### src/verilog/dac_loader_defs.svh
// Purpose: Named constants of the serial word loader.
// Assumes: Included by the package and the loader modules.
// Notes:   Definitions only; no logic lives here.
`ifndef DAC_LOADER_DEFS_SVH
`define DAC_LOADER_DEFS_SVH

// ****************************************************************
// Word layout
// ****************************************************************
`define DSWL_WORD_BITS    16
`define DSWL_WORD_MSB     15
`define DSWL_DATA_BITS    12
`define DSWL_DATA_MSB     11
`define DSWL_BIT_SEL_HIGH 15
`define DSWL_BIT_SPEED    14
`define DSWL_BIT_POWER    13
`define DSWL_BIT_SEL_LOW  12
`define DSWL_REF_MSB      1
`define DSWL_REF_LSB      0

// ****************************************************************
// Register select and reference codes
// ****************************************************************
`define DSWL_SEL_DAC      2'h0
`define DSWL_SEL_CTRL     2'h3
`define DSWL_REF_EXT_A    2'h0
`define DSWL_REF_LOW      2'h1
`define DSWL_REF_HIGH     2'h2
`define DSWL_REF_EXT_B    2'h3

// ****************************************************************
// Bit counter
// ****************************************************************
`define DSWL_COUNT_BITS   5
`define DSWL_COUNT_ZERO   5'h00
`define DSWL_COUNT_ONE    5'h01
`define DSWL_COUNT_LAST   5'h10

// ****************************************************************
// Reset values and pin indices
// ****************************************************************
`define DSWL_RST_WORD     16'h0000
`define DSWL_RST_CODE     12'h000
`define DSWL_RST_REF      2'h0
`define DSWL_PIN_COUNT    4
`define DSWL_PIN_CS_N     0
`define DSWL_PIN_FRAME    1
`define DSWL_PIN_SCLK     2
`define DSWL_PIN_DIN      3

`endif

### src/verilog/dac_loader_pkg.sv
// Purpose: Types shared by the serial word loader.
// Assumes: dac_loader_defs.svh gives the widths.
// Notes:   State codes are fixed binary values.
`include "dac_loader_defs.svh"

package dac_loader_pkg;

    // ************************************************************
    // Word assembly states
    // ************************************************************
    typedef enum logic [1:0]
    {
        ST_IDLE      = 2'b00,
        ST_SHIFT     = 2'b01,
        ST_WAIT_RISE = 2'b10
    } link_state_type;

    // ************************************************************
    // Whole state of the loader
    // ************************************************************
    typedef struct packed
    {
        link_state_type                 state;
        logic [`DSWL_WORD_MSB:0]        shift;
        logic [`DSWL_COUNT_BITS-1:0]    count;
        logic [`DSWL_DATA_MSB:0]        dac_code;
        logic                           speed_select;
        logic                           power_down_bit;
        logic [`DSWL_REF_MSB:0]         reference_select;
        logic                           internal_ref;
        logic                           ref_high_range;
        logic                           dac_update;
        logic                           ctrl_update;
        logic                           word_rejected;
    } loader_state_type;

endpackage : dac_loader_pkg

### src/verilog/dac_serial_word_loader.sv
// Purpose: Serial input logic of a 12-bit DAC: assembles 16-bit words
//          and routes them to the DAC latch or the control register.
// Assumes: Serial clock is far slower than i_clk and is sampled by it.
// Notes:   Every output but o_busy comes from a flip-flop of the state struct; o_busy ORs the two state bits.
`timescale 1ns/1ps
`default_nettype none

`include "dac_loader_defs.svh"

// Notes on behaviour
// - Serial input is accepted only while chip select is held low.
// - Frame sync falling starts a word; bits taken on sclk falling, MSB first.
// - After sixteen bits or an early frame sync rise, the word is moved.
// - With sixteen bits sent, update comes on the next sclk rising edge.
// - The last word bit is taken on the sixteenth falling sclk edge.
// - Word holds four program bits on top and twelve data bits below.
// - Bit 14 is speed select: one is fast, zero is slow.
// - Bit 13 is power control: one powers down, zero is normal.
// - Select pair bits 15,12: 00 DAC, 11 control, others reserved.
// - A DAC write takes the twelve data bits as unsigned output code.
// - Reset clears every latch to zero.
// - Chip select tied low works; frame sync alone delimits words.
// - Control write: two low bits pick the reference, bits 14 and 13 set speed and power, others ignored.
// - Reference settings persist across later DAC writes; speed and power bits are rewritten by them.
module dac_serial_word_loader
    import dac_loader_pkg::*;
(
    // Clock and reset
    input  wire logic                       i_clk,
    input  wire logic                       i_arst_n,
    // Serial pins from the host
    input  wire logic                       i_cs_n,
    input  wire logic                       i_frame_sync,
    input  wire logic                       i_sclk,
    input  wire logic                       i_din,
    // DAC latch
    output var  logic [`DSWL_DATA_MSB:0]    o_dac_code,
    output var  logic                       o_dac_update,
    // Program bits
    output var  logic                       o_speed_select,
    output var  logic                       o_power_down_bit,
    // Reference control
    output var  logic [`DSWL_REF_MSB:0]     o_reference_select,
    output var  logic                       o_internal_ref,
    output var  logic                       o_ref_high_range,
    output var  logic                       o_ctrl_update,
    // Word status
    output var  logic                       o_word_rejected,
    output var  logic                       o_busy
);

    // ************************************************************
    // Pin synchronisation
    // ************************************************************

    logic [`DSWL_PIN_COUNT-1:0] pins;
    logic [`DSWL_PIN_COUNT-1:0] pin_level;
    logic [`DSWL_PIN_COUNT-1:0] pin_rise;
    logic [`DSWL_PIN_COUNT-1:0] pin_fall;

    // Gather the pins into one vector for the synchroniser
    always_comb
    begin
        pins                  = '0;
        pins[`DSWL_PIN_CS_N]  = i_cs_n;
        pins[`DSWL_PIN_FRAME] = i_frame_sync;
        pins[`DSWL_PIN_SCLK]  = i_sclk;
        pins[`DSWL_PIN_DIN]   = i_din;
    end

    // All four pins share the same latency, so data stays aligned
    pin_sync
    #(
        .WIDTH    (`DSWL_PIN_COUNT)
    )
    u_pin_sync
    (
        .i_clk    (i_clk),
        .i_arst_n (i_arst_n),
        .i_pin    (pins),
        .o_level  (pin_level),
        .o_rise   (pin_rise),
        .o_fall   (pin_fall)
    );

    // ************************************************************
    // Link events
    // ************************************************************

    logic selected;
    logic frame_start;
    logic frame_end;
    logic sclk_fall;
    logic sclk_rise;
    logic data_bit;

    // The synchroniser wakes up at zero, so idle-high pins show one
    // false rise after reset; rises only matter once a word is open
    // Chip select tied low keeps the part selected all the time
    assign selected    = ~pin_level[`DSWL_PIN_CS_N];
    assign frame_start = pin_fall[`DSWL_PIN_FRAME];
    assign frame_end   = pin_rise[`DSWL_PIN_FRAME];
    assign sclk_fall   = pin_fall[`DSWL_PIN_SCLK];
    assign sclk_rise   = pin_rise[`DSWL_PIN_SCLK];
    assign data_bit    = pin_level[`DSWL_PIN_DIN];

    // ************************************************************
    // State
    // ************************************************************

    loader_state_type st;
    loader_state_type next_st;

    // ************************************************************
    // Word commit
    // ************************************************************

    // Route a finished word to the DAC latch or the control register
    function automatic loader_state_type commit_word
    (
        input loader_state_type        cur,
        input logic [`DSWL_WORD_MSB:0] word
    );
        loader_state_type     res;
        logic [1:0]           sel;
        logic [`DSWL_REF_MSB:0] ref_bits;
        res      = cur;
        sel      = {word[`DSWL_BIT_SEL_HIGH],
                    word[`DSWL_BIT_SEL_LOW]};
        ref_bits = word[`DSWL_REF_MSB:`DSWL_REF_LSB];
        // Shift register is left alone; the next frame start clears it
        res.state = ST_IDLE;
        if (sel == `DSWL_SEL_DAC)
        begin
            // New unsigned output code and speed and power bits; reference bits keep their values
            res.dac_code       = word[`DSWL_DATA_MSB:0];
            res.speed_select   = word[`DSWL_BIT_SPEED];
            res.power_down_bit = word[`DSWL_BIT_POWER];
            res.dac_update     = 1'b1;
        end
        else if (sel == `DSWL_SEL_CTRL)
        begin
            // Only the two low data bits and the speed and power bits matter here
            res.reference_select = ref_bits;
            res.internal_ref     = (ref_bits == `DSWL_REF_LOW) ||
                                   (ref_bits == `DSWL_REF_HIGH);
            res.ref_high_range   = (ref_bits == `DSWL_REF_HIGH);
            res.speed_select     = word[`DSWL_BIT_SPEED];
            res.power_down_bit   = word[`DSWL_BIT_POWER];
            res.ctrl_update      = 1'b1;
        end
        else
        begin
            // Reserved code: nothing stored, only flagged
            // Such a word still closes the frame
            res.word_rejected = 1'b1;
        end
        return res;
    endfunction : commit_word

    // ************************************************************
    // Next-state logic
    // ************************************************************

    logic [`DSWL_WORD_MSB:0]     shifted;
    logic [`DSWL_COUNT_BITS-1:0] count_inc;

    // Bit shift and counter step
    // Five count bits hold sixteen without wrapping
    always_comb
    begin
        shifted   = {st.shift[`DSWL_WORD_MSB-1:0], data_bit};
        count_inc = st.count + `DSWL_COUNT_ONE;
    end

    // Word assembly; pulses last one cycle
    always_comb
    begin
        next_st               = st;
        next_st.dac_update    = 1'b0;
        next_st.ctrl_update   = 1'b0;
        next_st.word_rejected = 1'b0;
        unique case (st.state)
            ST_IDLE:
            begin
                // A frame only opens while the part is selected
                // Clock edges seen here are ignored
                if (selected && frame_start)
                begin
                    next_st.state = ST_SHIFT;
                    next_st.shift = `DSWL_RST_WORD;
                    next_st.count = `DSWL_COUNT_ZERO;
                end
            end
            ST_SHIFT:
            begin
                if (!selected)
                begin
                    // Deselect mid-word drops the partial word
                    next_st.state = ST_IDLE;
                end
                else if (frame_end)
                begin
                    // Early frame end moves what has arrived so far
                    // and beats a clock fall seen in the same sample
                    if (st.count != `DSWL_COUNT_ZERO)
                    begin
                        next_st = commit_word(st, st.shift);
                    end
                    else
                    begin
                        next_st.state = ST_IDLE;
                    end
                end
                else if (sclk_fall)
                begin
                    next_st.shift = shifted;
                    next_st.count = count_inc;
                    if (count_inc == `DSWL_COUNT_LAST)
                    begin
                        // Sixteenth falling edge took the last word bit
                        next_st.state = ST_WAIT_RISE;
                    end
                end
            end
            ST_WAIT_RISE:
            begin
                if (!selected)
                begin
                    next_st.state = ST_IDLE;
                end
                else if (sclk_rise || frame_end)
                begin
                    // Update on the first rising edge after the last bit
                    // Extra clock falls before that rise are ignored
                    next_st = commit_word(st, st.shift);
                end
            end
            default:
            begin
                next_st.state = ST_IDLE;
            end
        endcase
    end

    // ************************************************************
    // State register
    // ************************************************************

    // Reset clears every latch to zero
    // Pulses and the shift register restart clean as well
    always_ff @(posedge i_clk or negedge i_arst_n)
    begin
        if (!i_arst_n)
        begin
            st.state            <= ST_IDLE;
            st.shift            <= `DSWL_RST_WORD;
            st.count            <= `DSWL_COUNT_ZERO;
            st.dac_code         <= `DSWL_RST_CODE;
            st.speed_select     <= 1'b0;
            st.power_down_bit   <= 1'b0;
            st.reference_select <= `DSWL_RST_REF;
            st.internal_ref     <= 1'b0;
            st.ref_high_range   <= 1'b0;
            st.dac_update       <= 1'b0;
            st.ctrl_update      <= 1'b0;
            st.word_rejected    <= 1'b0;
        end
        else
        begin
            st <= next_st;
        end
    end

    // ************************************************************
    // Outputs
    // ************************************************************

    // Straight from the state flip-flops
    // Each level output holds until the next matching write or reset
    assign o_dac_code         = st.dac_code;
    assign o_dac_update       = st.dac_update;
    assign o_speed_select     = st.speed_select;
    assign o_power_down_bit   = st.power_down_bit;
    assign o_reference_select = st.reference_select;
    assign o_internal_ref     = st.internal_ref;
    assign o_ref_high_range   = st.ref_high_range;
    assign o_ctrl_update      = st.ctrl_update;
    assign o_word_rejected    = st.word_rejected;

    // Busy while a word is being assembled
    // Any state but idle means a word is still open
    assign o_busy = st.state[0] | st.state[1];

endmodule : dac_serial_word_loader

`default_nettype wire

### src/verilog/pin_sync.sv
// Purpose: Two-stage synchroniser with edge detection for pin inputs.
// Assumes: Pins are asynchronous to i_clk.
// Notes:   Edges are judged from the second and third stages only.
`timescale 1ns/1ps
`default_nettype none

module pin_sync
#(
    parameter int WIDTH = 4
)
(
    // Clock and reset
    input  wire logic             i_clk,
    input  wire logic             i_arst_n,
    // Raw pins
    input  wire logic [WIDTH-1:0] i_pin,
    // Synchronised level and edges
    output var  logic [WIDTH-1:0] o_level,
    output var  logic [WIDTH-1:0] o_rise,
    output var  logic [WIDTH-1:0] o_fall
);

    typedef struct packed
    {
        logic [WIDTH-1:0] meta;
        logic [WIDTH-1:0] level;
        logic [WIDTH-1:0] last;
    } sync_state_type;

    sync_state_type st;
    sync_state_type next_st;

    // Shift each pin through the three stages
    always_comb
    begin
        next_st.meta  = i_pin;
        next_st.level = st.meta;
        next_st.last  = st.level;
    end

    // Register the stages
    always_ff @(posedge i_clk or negedge i_arst_n)
    begin
        if (!i_arst_n)
        begin
            st <= '0;
        end
        else
        begin
            st <= next_st;
        end
    end

    // Edges compare the stable stage with its delayed copy
    assign o_level = st.level;
    assign o_rise  = st.level & ~st.last;
    assign o_fall  = ~st.level & st.last;

endmodule : pin_sync

`default_nettype wire
### config.mk
export PLATFORM = sky130hd
export DESIGN_NAME = dac_serial_word_loader
export DESIGN_NICKNAME = d
export VERILOG_FILES = /design/src/verilog/dac_loader_pkg.sv /design/src/verilog/dac_serial_word_loader.sv /design/src/verilog/pin_sync.sv
export VERILOG_INCLUDE_DIRS = /design/src /design/src/verilog
export SDC_FILE = /design/constraint.sdc
export NUM_CORES = 1
export LEC_CHECK = 0
export BUFFER_PORTS_ARGS = -buffer_cell sky130_fd_sc_hd__buf_2
export CORE_UTILIZATION = 50
export CTS_CLUSTER_SIZE = 24
export DETAILED_ROUTE_END_ITERATION = 8
export HOLD_SLACK_MARGIN = 0.06
export PLACE_DENSITY = 0.77
export SLEW_MARGIN = 20
export SYNTH_ARGS = -nofsm -noshare
export SYNTH_HDL_FRONTEND = slang
export SYNTH_SLANG_ARGS = --single-unit
### constraint.sdc
create_clock -name i_clk -period 2.32 [get_ports i_clk]
set_input_delay 0.348 -clock i_clk [delete_from_list [all_inputs] [get_ports i_clk]]
set_output_delay 0.348 -clock i_clk [all_outputs]
set_load 0.02 [all_outputs]
==> flow_metrics.env, run 1 <==
export IMPL_finish_utilization_pct=57.9
export IMPL_syn_area_per_cell_um2=10.6
export IMPL_coreArea_um2=4880
export IMPL_grt_ovfl_total=0
export IMPL_synth_edff_count=0
export IMPL_initial_core_util_pct=53.4
export IMPL_grt_use_total_pct=18.6
export IMPL_cts_resized=0
export IMPL_antenna_found_initial=0
export IMPL_worstReg2RegEnd="o_dac_code[7]$_DFFE_PN0P_"
export IMPL_wl_met1_mm=2.19
export IMPL_hold_viol=0
export IMPL_holdBufCountCts=0
export IMPL_cp_max_fo=12
export IMPL_dr_wl_met2_mm=2.07
export IMPL_rrSetupSlack_ns=0.24
export IMPL_ant_nets=0
export IMPL_totalWireLength_mm=4.43
export IMPL_ys_seq_area_share_pct=51.9
export IMPL_tns_ns=0
export IMPL_holdPathStages=1
export IMPL_status="complete, no violations"
export IMPL_cap_violations=0
export IMPL_drt_initial_drc_count=158
export IMPL_post_cts_setup_buffers=0
export IMPL_slew_headroom_pct=55.5
export IMPL_min_period_over_period_pct=89.7
export IMPL_portBuffers=27
export IMPL_yosysUniqueCellTypes=46
export IMPL_reg2reg_depth=7
export IMPL_cp_num_buf_inv=2
export IMPL_dieArea_um2=5500
export IMPL_fmax_mhz=481
export IMPL_areaGrowthSynthToFinish_pct=8.50
export IMPL_drtPass1Iterations=4
export IMPL_diodes=0
export IMPL_min_period_ns=2.08
export IMPL_numCtsBuffers=5
export IMPL_path_cells="inv_1, ha_1, inv_1, o22ai_1, nand3_2, mux2i_1, nor2_1"
export IMPL_dr_wl_met3_um=118
export IMPL_clkTransAtPathRegs_ns=0.10
export IMPL_num_rows=25
export IMPL_end_kind="register"
export IMPL_syn_area_um2=2600
export IMPL_cts_sinks=54
export IMPL_pin_count=28
export IMPL_synthesis_nets=259
export IMPL_setup_violations=0
export IMPL_die_w_um=74.2
export IMPL_tritoncts="yes"
export IMPL_crit_arrival_ns=2.28
export IMPL_leakage_nw=1.55
export IMPL_regArea_um2=1350
export IMPL_critPathMaxStageDelay_ns=0.43
export IMPL_vias_per_cell=5.25
export IMPL_min_from="i_cs_n"
export IMPL_worstMarginPinSlew_ns=0.667
export IMPL_nets=275
export IMPL_wire_per_inst_um=13.5
export IMPL_cts_buffer_depth=2
export IMPL_cts_root_buf="clkbuf_8"
export IMPL_grt_max_degree=55
export IMPL_fillers=436
export IMPL_power_mw=2.22
export IMPL_post_route_drc_count=0
export IMPL_gp_congestion=0.821
export IMPL_fin_area_um2=2830
export IMPL_place_area_um2=2680
export IMPL_hp_class="in2reg"
export IMPL_layout_drive_gt1_share_pct=20.2
export IMPL_die_h_um=74.2
export IMPL_r2r_start="st[42]$_DFFE_PN0P_"
export IMPL_yosysWarnings=0
export IMPL_async_flop_share_pct=100
export IMPL_required_ns=2.52
export IMPL_worst_setup_path_start_kind="register"
export IMPL_vias=1727
export IMPL_crit_family="simple AND/OR/NAND/NOR gates"
export IMPL_grt_pass1_wl_mm=7.65
export IMPL_topRoutingLayerUsed="met4"
export IMPL_skew_ns=0.00960
export IMPL_multiInputGateArea_um2=1020
export IMPL_powerDensity_nw_per_um2=784
export IMPL_syn_instance_count=245
export IMPL_insertion_delay_ns=0.31
export IMPL_dpl_hpwl_mm=2.94
export IMPL_synth_flop_cell="dfrtp_1"
export IMPL_dp_cells=321
export IMPL_rsz0062_at_grt="false"
export IMPL_htree_levels=2
export IMPL_first_global_vias=1615
export IMPL_ir_worst_vdd_uv=405
export IMPL_cp_slowest_cell="nand3_2"
export IMPL_synth_seq_cells=54
export IMPL_drv_slew=0
export IMPL_whs_endpoint="u_pin_sync.next_st[4]$_DFF_PN0_"
export IMPL_fin_cells=329
export IMPL_critical_path_class="reg2reg"
export IMPL_timing_critical_path_mode_cell="inv_1"
==> worst reg2reg max path, delay by kind of cell (launching register included) <==
kind	cells	cell delay [ns]
DFF	1	0.42
AOI/OAI and AO/OA	1	0.31
and+or+nand+nor	2	0.50
muxes	1	0.27
buffers and inverters	2	0.19
adders and majority gates	1	0.29
==> cells in the mapped netlist (all sizes together) (2+ instances only) <==
| master | instances | area share, % |
|---|---|---|
| dfrtp | 54 | 52 |
| nand2 | 34 | 4.9 |
| buf | 23 | 7.0 |
| nand3 | 22 | 4.4 |
| nor2 | 22 | 3.2 |
| inv | 12 | 1.7 |
| mux2i | 12 | 4.6 |
| ha | 8 | 3.8 |
| o21ai | 7 | 1.8 |
| a22o | 6 | 2.0 |
| a21oi | 5 | 1.1 |
| nand2b | 4 | 0.96 |
| nor2b | 4 | 1.1 |
| nor4b | 4 | 1.9 |
| a21o | 3 | 0.86 |
| nor3 | 3 | 0.77 |
| a211oi | 2 | 0.77 |
| a32o | 2 | 0.77 |
==> kinds of logic (layout without fill, tap and decap cells) <==
| group | after synthesis | count (layout) | synth area share, % |
|---|---|---|---|
| and+or+nand+nor | 100 | 100 | 19.9 |
| DFF | 54 | 54 | 51.9 |
| buffers and inverters | 36 | 53 | 8.84 |
| AOI/OAI and AO/OA | 34 | 34 | 10.6 |
| muxes | 12 | 12 | 4.61 |
| adders and majority gates | 8 | 8 | 3.84 |
| xor gates and xnor gates | 1 | 1 | 0.336 |
==> state kept, by name (all words and copies together) (netlist names), 2 cells and up <==
register,flops
o_dac_code,12
u_pin_sync.next_st,4
shifted,15
st,8
o_reference_select,2
u_pin_sync.o_level,4
u_pin_sync.st,2
==> metal layers <==
layer | GRT usage [%] | vias to the layer above
met2 | 30.0 | 28
met5 | 0 | -
met4 | 5.77 | 0
met1 | 25.2 | 836
li1 | - | 857
met3 | 4.07 | 6
==> worst max path at each step <==
stage                                   from                         end  slack, ns  cells past startpoint
after floorplan           st[42]$_DFFE_PN0P_  o_dac_code[10]$_DFFE_PN0P_       0.55                      8
after global placement    st[42]$_DFFE_PN0P_   o_dac_code[8]$_DFFE_PN0P_       0.32                      7
after detailed placement  st[42]$_DFFE_PN0P_   o_dac_code[7]$_DFFE_PN0P_       0.24                      7
after CTS                 st[42]$_DFFE_PN0P_   o_dac_code[7]$_DFFE_PN0P_       0.20                      7
after global routing      st[42]$_DFFE_PN0P_   o_dac_code[6]$_DFFE_PN0P_      0.001                      7
final                     st[42]$_DFFE_PN0P_   o_dac_code[7]$_DFFE_PN0P_       0.24                      7
==> cell usage in the layout (no fill, tap or decap), drive strengths merged, types with 2 or more instances in the layout <==
cell / count
dfrtp: 54
nand2: 34
buf: 33
nor2: 22
nand3: 22
inv: 12
mux2i: 12
ha: 8
o21ai: 7
a22o: 6
clkbuf: 6
a21oi: 5
nand2b: 4
nor2b: 4
nor4b: 4
a21o: 3
nor3: 3
a32o: 2
bufinv: 2
a211oi: 2
==> area by class of cell <==
| type | count | share of cell area [%] |
|---|---|---|
| clock buffers | 6 | 2.92 |
| clock inverters | 2 | 2.12 |
| inverters | 12 | 1.59 |
| multi-input cells | 155 | 36.2 |
| flip-flops and latches | 54 | 47.8 |
| well taps | 67 | 2.97 |
| repair buffers | 33 | 6.37 |
==> per-stage QoR <==
| stage | setup WS [ns] | hold slack (ns) |
|---|---|---|
| after global routing | 0.00113 | 0.130 |
| after global placement | 0.317 | 0.333 |
| after floorplan | 0.551 | 0.0524 |
| final | 0.239 | 0.144 |
| after CTS | 0.200 | 0.136 |
| after detailed placement | 0.239 | 0.336 |
==> power by group <==
group          total (mW)  switching [mW]  leakage [nW]  internal (mW)
registers           0.998          0.0298         0.730          0.968
clock network       0.766           0.306        0.0714          0.460
logic               0.452           0.296         0.749          0.156
(Power assumes the default switching activity.)
==> inputs of run 2 (changes only) <==
--- a/config.mk
+++ b/config.mk
@@ -12,7 +12,7 @@
 export DETAILED_ROUTE_END_ITERATION = 8
 export HOLD_SLACK_MARGIN = 0.06
 export PLACE_DENSITY = 0.77
-export SLEW_MARGIN = 20
 export SYNTH_ARGS = -nofsm -noshare
 export SYNTH_HDL_FRONTEND = slang
+export SYNTH_HIERARCHICAL = 1
 export SYNTH_SLANG_ARGS = --single-unit
==> flow_metrics.env, run 2 <==
export IMPL_status="complete, no violations"
export IMPL_min_period_over_period_pct=92.4
export IMPL_initial_core_util_pct=52.1
export IMPL_vias=1529
export IMPL_grt_ovfl_total=0
export IMPL_syn_instance_count=203
export IMPL_setup_violations=0
export IMPL_drv_slew=0
export IMPL_largest_reg_flops=15
export IMPL_ant_nets=0
export IMPL_diodes=0
export IMPL_rsz0062_at_grt="false"
export IMPL_insertion_delay_ns=0.32
export IMPL_htree_levels=2
export IMPL_syn_area_per_cell_um2=12.2
export IMPL_vias_per_cell=5.25
export IMPL_totalWireLength_mm=4.10
export IMPL_place_ws_ns=0.159
export IMPL_final_cell_mix="dfrtp_1, buf_2, a22o_1"
export IMPL_multiInputGateArea_um2=918
export IMPL_post_cts_setup_buffers=0
export IMPL_post_route_drc_count=0
export IMPL_powerDensity_nw_per_um2=794
export IMPL_grt_pass1_wl_mm=7.02
export IMPL_antenna_found_initial=0
export IMPL_die_w_um=72.4
export IMPL_end_kind="register"
export IMPL_critical_path_class="reg2reg"
export IMPL_portBuffers=27
export IMPL_required_ns=2.50
export IMPL_crit_arrival_ns=2.32
export IMPL_ir_worst_vdd_uv=339
export IMPL_skew_ns=0.00668
export IMPL_fmax_mhz=466
export IMPL_finalWorstSetupSlack_ns=0.176
export IMPL_fillers=403
export IMPL_grt_util_met1_pct=25.4
export IMPL_tns_ns=0
export IMPL_drtPass1Iterations=4
export IMPL_gp_congestion=0.773
export IMPL_use_met2_pct=24.8
export IMPL_num_rows=25
export IMPL_numCtsBuffers=5
export IMPL_worst_setup_path_start_kind="register"
export IMPL_dpl_hpwl_mm=2.87
export IMPL_syn_area_um2=2480
export IMPL_slew_headroom_pct=42.6
export IMPL_grt_use_total_pct=17.8
export IMPL_final_common_cell="dfrtp_1"
export IMPL_cts_root_buf="clkbuf_8"
export IMPL_globalRouteMet3Util_pct=4.58
export IMPL_dieArea_um2=5240
export IMPL_worstMarginPinSlew_ns=0.861
export IMPL_clkTransAtPathRegs_ns=0.10
export IMPL_cts_buffer_depth=2
export IMPL_areaGrowthSynthToFinish_pct=8.99
export IMPL_cts_sinks=54
export IMPL_nets=237
export IMPL_yosysWarnings=6
export IMPL_min_period_ns=2.14
export IMPL_cp_max_fo=14
export IMPL_regArea_um2=1350
export IMPL_first_global_vias=1459
export IMPL_tritoncts="yes"
export IMPL_grt_busiest_layer="met1"
export IMPL_pin_count=28
export IMPL_synthesis_nets=217
export IMPL_hold_viol=0
export IMPL_cap_violations=0
export IMPL_die_h_um=72.4
export IMPL_wire_per_inst_um=14.1
export IMPL_grt_max_degree=21
export IMPL_coreArea_um2=4750
export IMPL_layout_drive_gt1_share_pct=24.6
export IMPL_leakage_nw=1.47
export IMPL_drt_initial_drc_count=79
export IMPL_hp_class="in2reg"
## run 2: cell count changes in the layout (fill, tap and decap cells not counted), sizes merged, moves of 3 or more
| cell | delta |
|---|---|
| a22o | +16 |
| and2b | +5 |
| mux2i | +3 |
| nand2 | -28 |
| nand2b | -3 |
| nand3 | -20 |
| nor4b | -3 |
## run 2: worst max-delay path: stages, from the launching register on
cell,delay [ns]
dfrtp_1,0.43
inv_1,0.09
ha_1,0.23
nand2_1,0.09
nor2_1,0.14
a21oi_1,0.08
a2111oi_4,0.82
nor2_1,0.12
## run 2: power by group
part           switching, mW  internal [mW]  total [mW]  leakage (nW)
Clock                  0.334          0.223       0.556        0.0491
Combinational          0.332          0.212       0.544         0.693
Sequential            0.0502          0.994        1.04         0.727
Total                  0.716           1.43        2.14          1.47
## run 2: timing repair
action | in CTS | in global routing
hold endpoints to repair | 15 | 0
hold buffers | 1 | 0
resized for setup | 0 | 0
## run 2: worst paths after layout
| kind | start | endpoint | slack, ns | cells after the start |
|---|---|---|---|---|
| worst max-delay path | st[43]$_DFFE_PN0P_ | o_dac_code[2]$_DFFE_PN0P_ | 0.18 | 7 |
| worst min-delay path | i_frame_sync | u_pin_sync/next_st[5]$_DFF_PN0_ | 0.13 | 1 |
| worst max register to register | st[43]$_DFFE_PN0P_ | o_dac_code[2]$_DFFE_PN0P_ | 0.18 | 7 |
| worst min register to register | u_pin_sync/next_st[6]$_DFF_PN0_ | u_pin_sync/o_level[2]$_DFF_PN0_ | 0.36 | 0 |
| max in group asynchronous | i_arst_n | u_pin_sync/o_level[0]$_DFF_PN0_ | 1.27 | 3 |
| min in group asynchronous | i_arst_n | o_reference_select[1]$_DFFE_PN0P_ | 0.46 | 2 |
## run 2: through the flow
stage	util (%)	hold WS (ns)	power (mW)	cell area (um^2)	instances
6_report	56.8	0.130	2.14	2700	291
5_1_grt	56.8	0.121	2.28	2700	291
4_1_cts	56.8	0.125	2.16	2700	291
3_5_place_dp	54.6	0.283	1.61	2590	282
3_3_place_gp	54.6	0.283	1.59	2590	282
2_1_floorplan	-	0.0524	1.46	2480	203
## run 2: layout make-up
type | count | share of cell area, %
Clock buffer | 5 | 2.55
Clock inverter | 3 | 0.973
Inverter | 9 | 1.25
Multi-Input combinational cell | 117 | 34.0
Sequential cell | 54 | 50.0
Tap cell | 67 | 3.10
Timing Repair Buffer | 36 | 8.06
## run 2: per-layer routing
layer	wire, um	up-vias
met1	2120	751
met4	111	0
met3	139	12
li1	-	736
met2	1730	30
met5	0	-
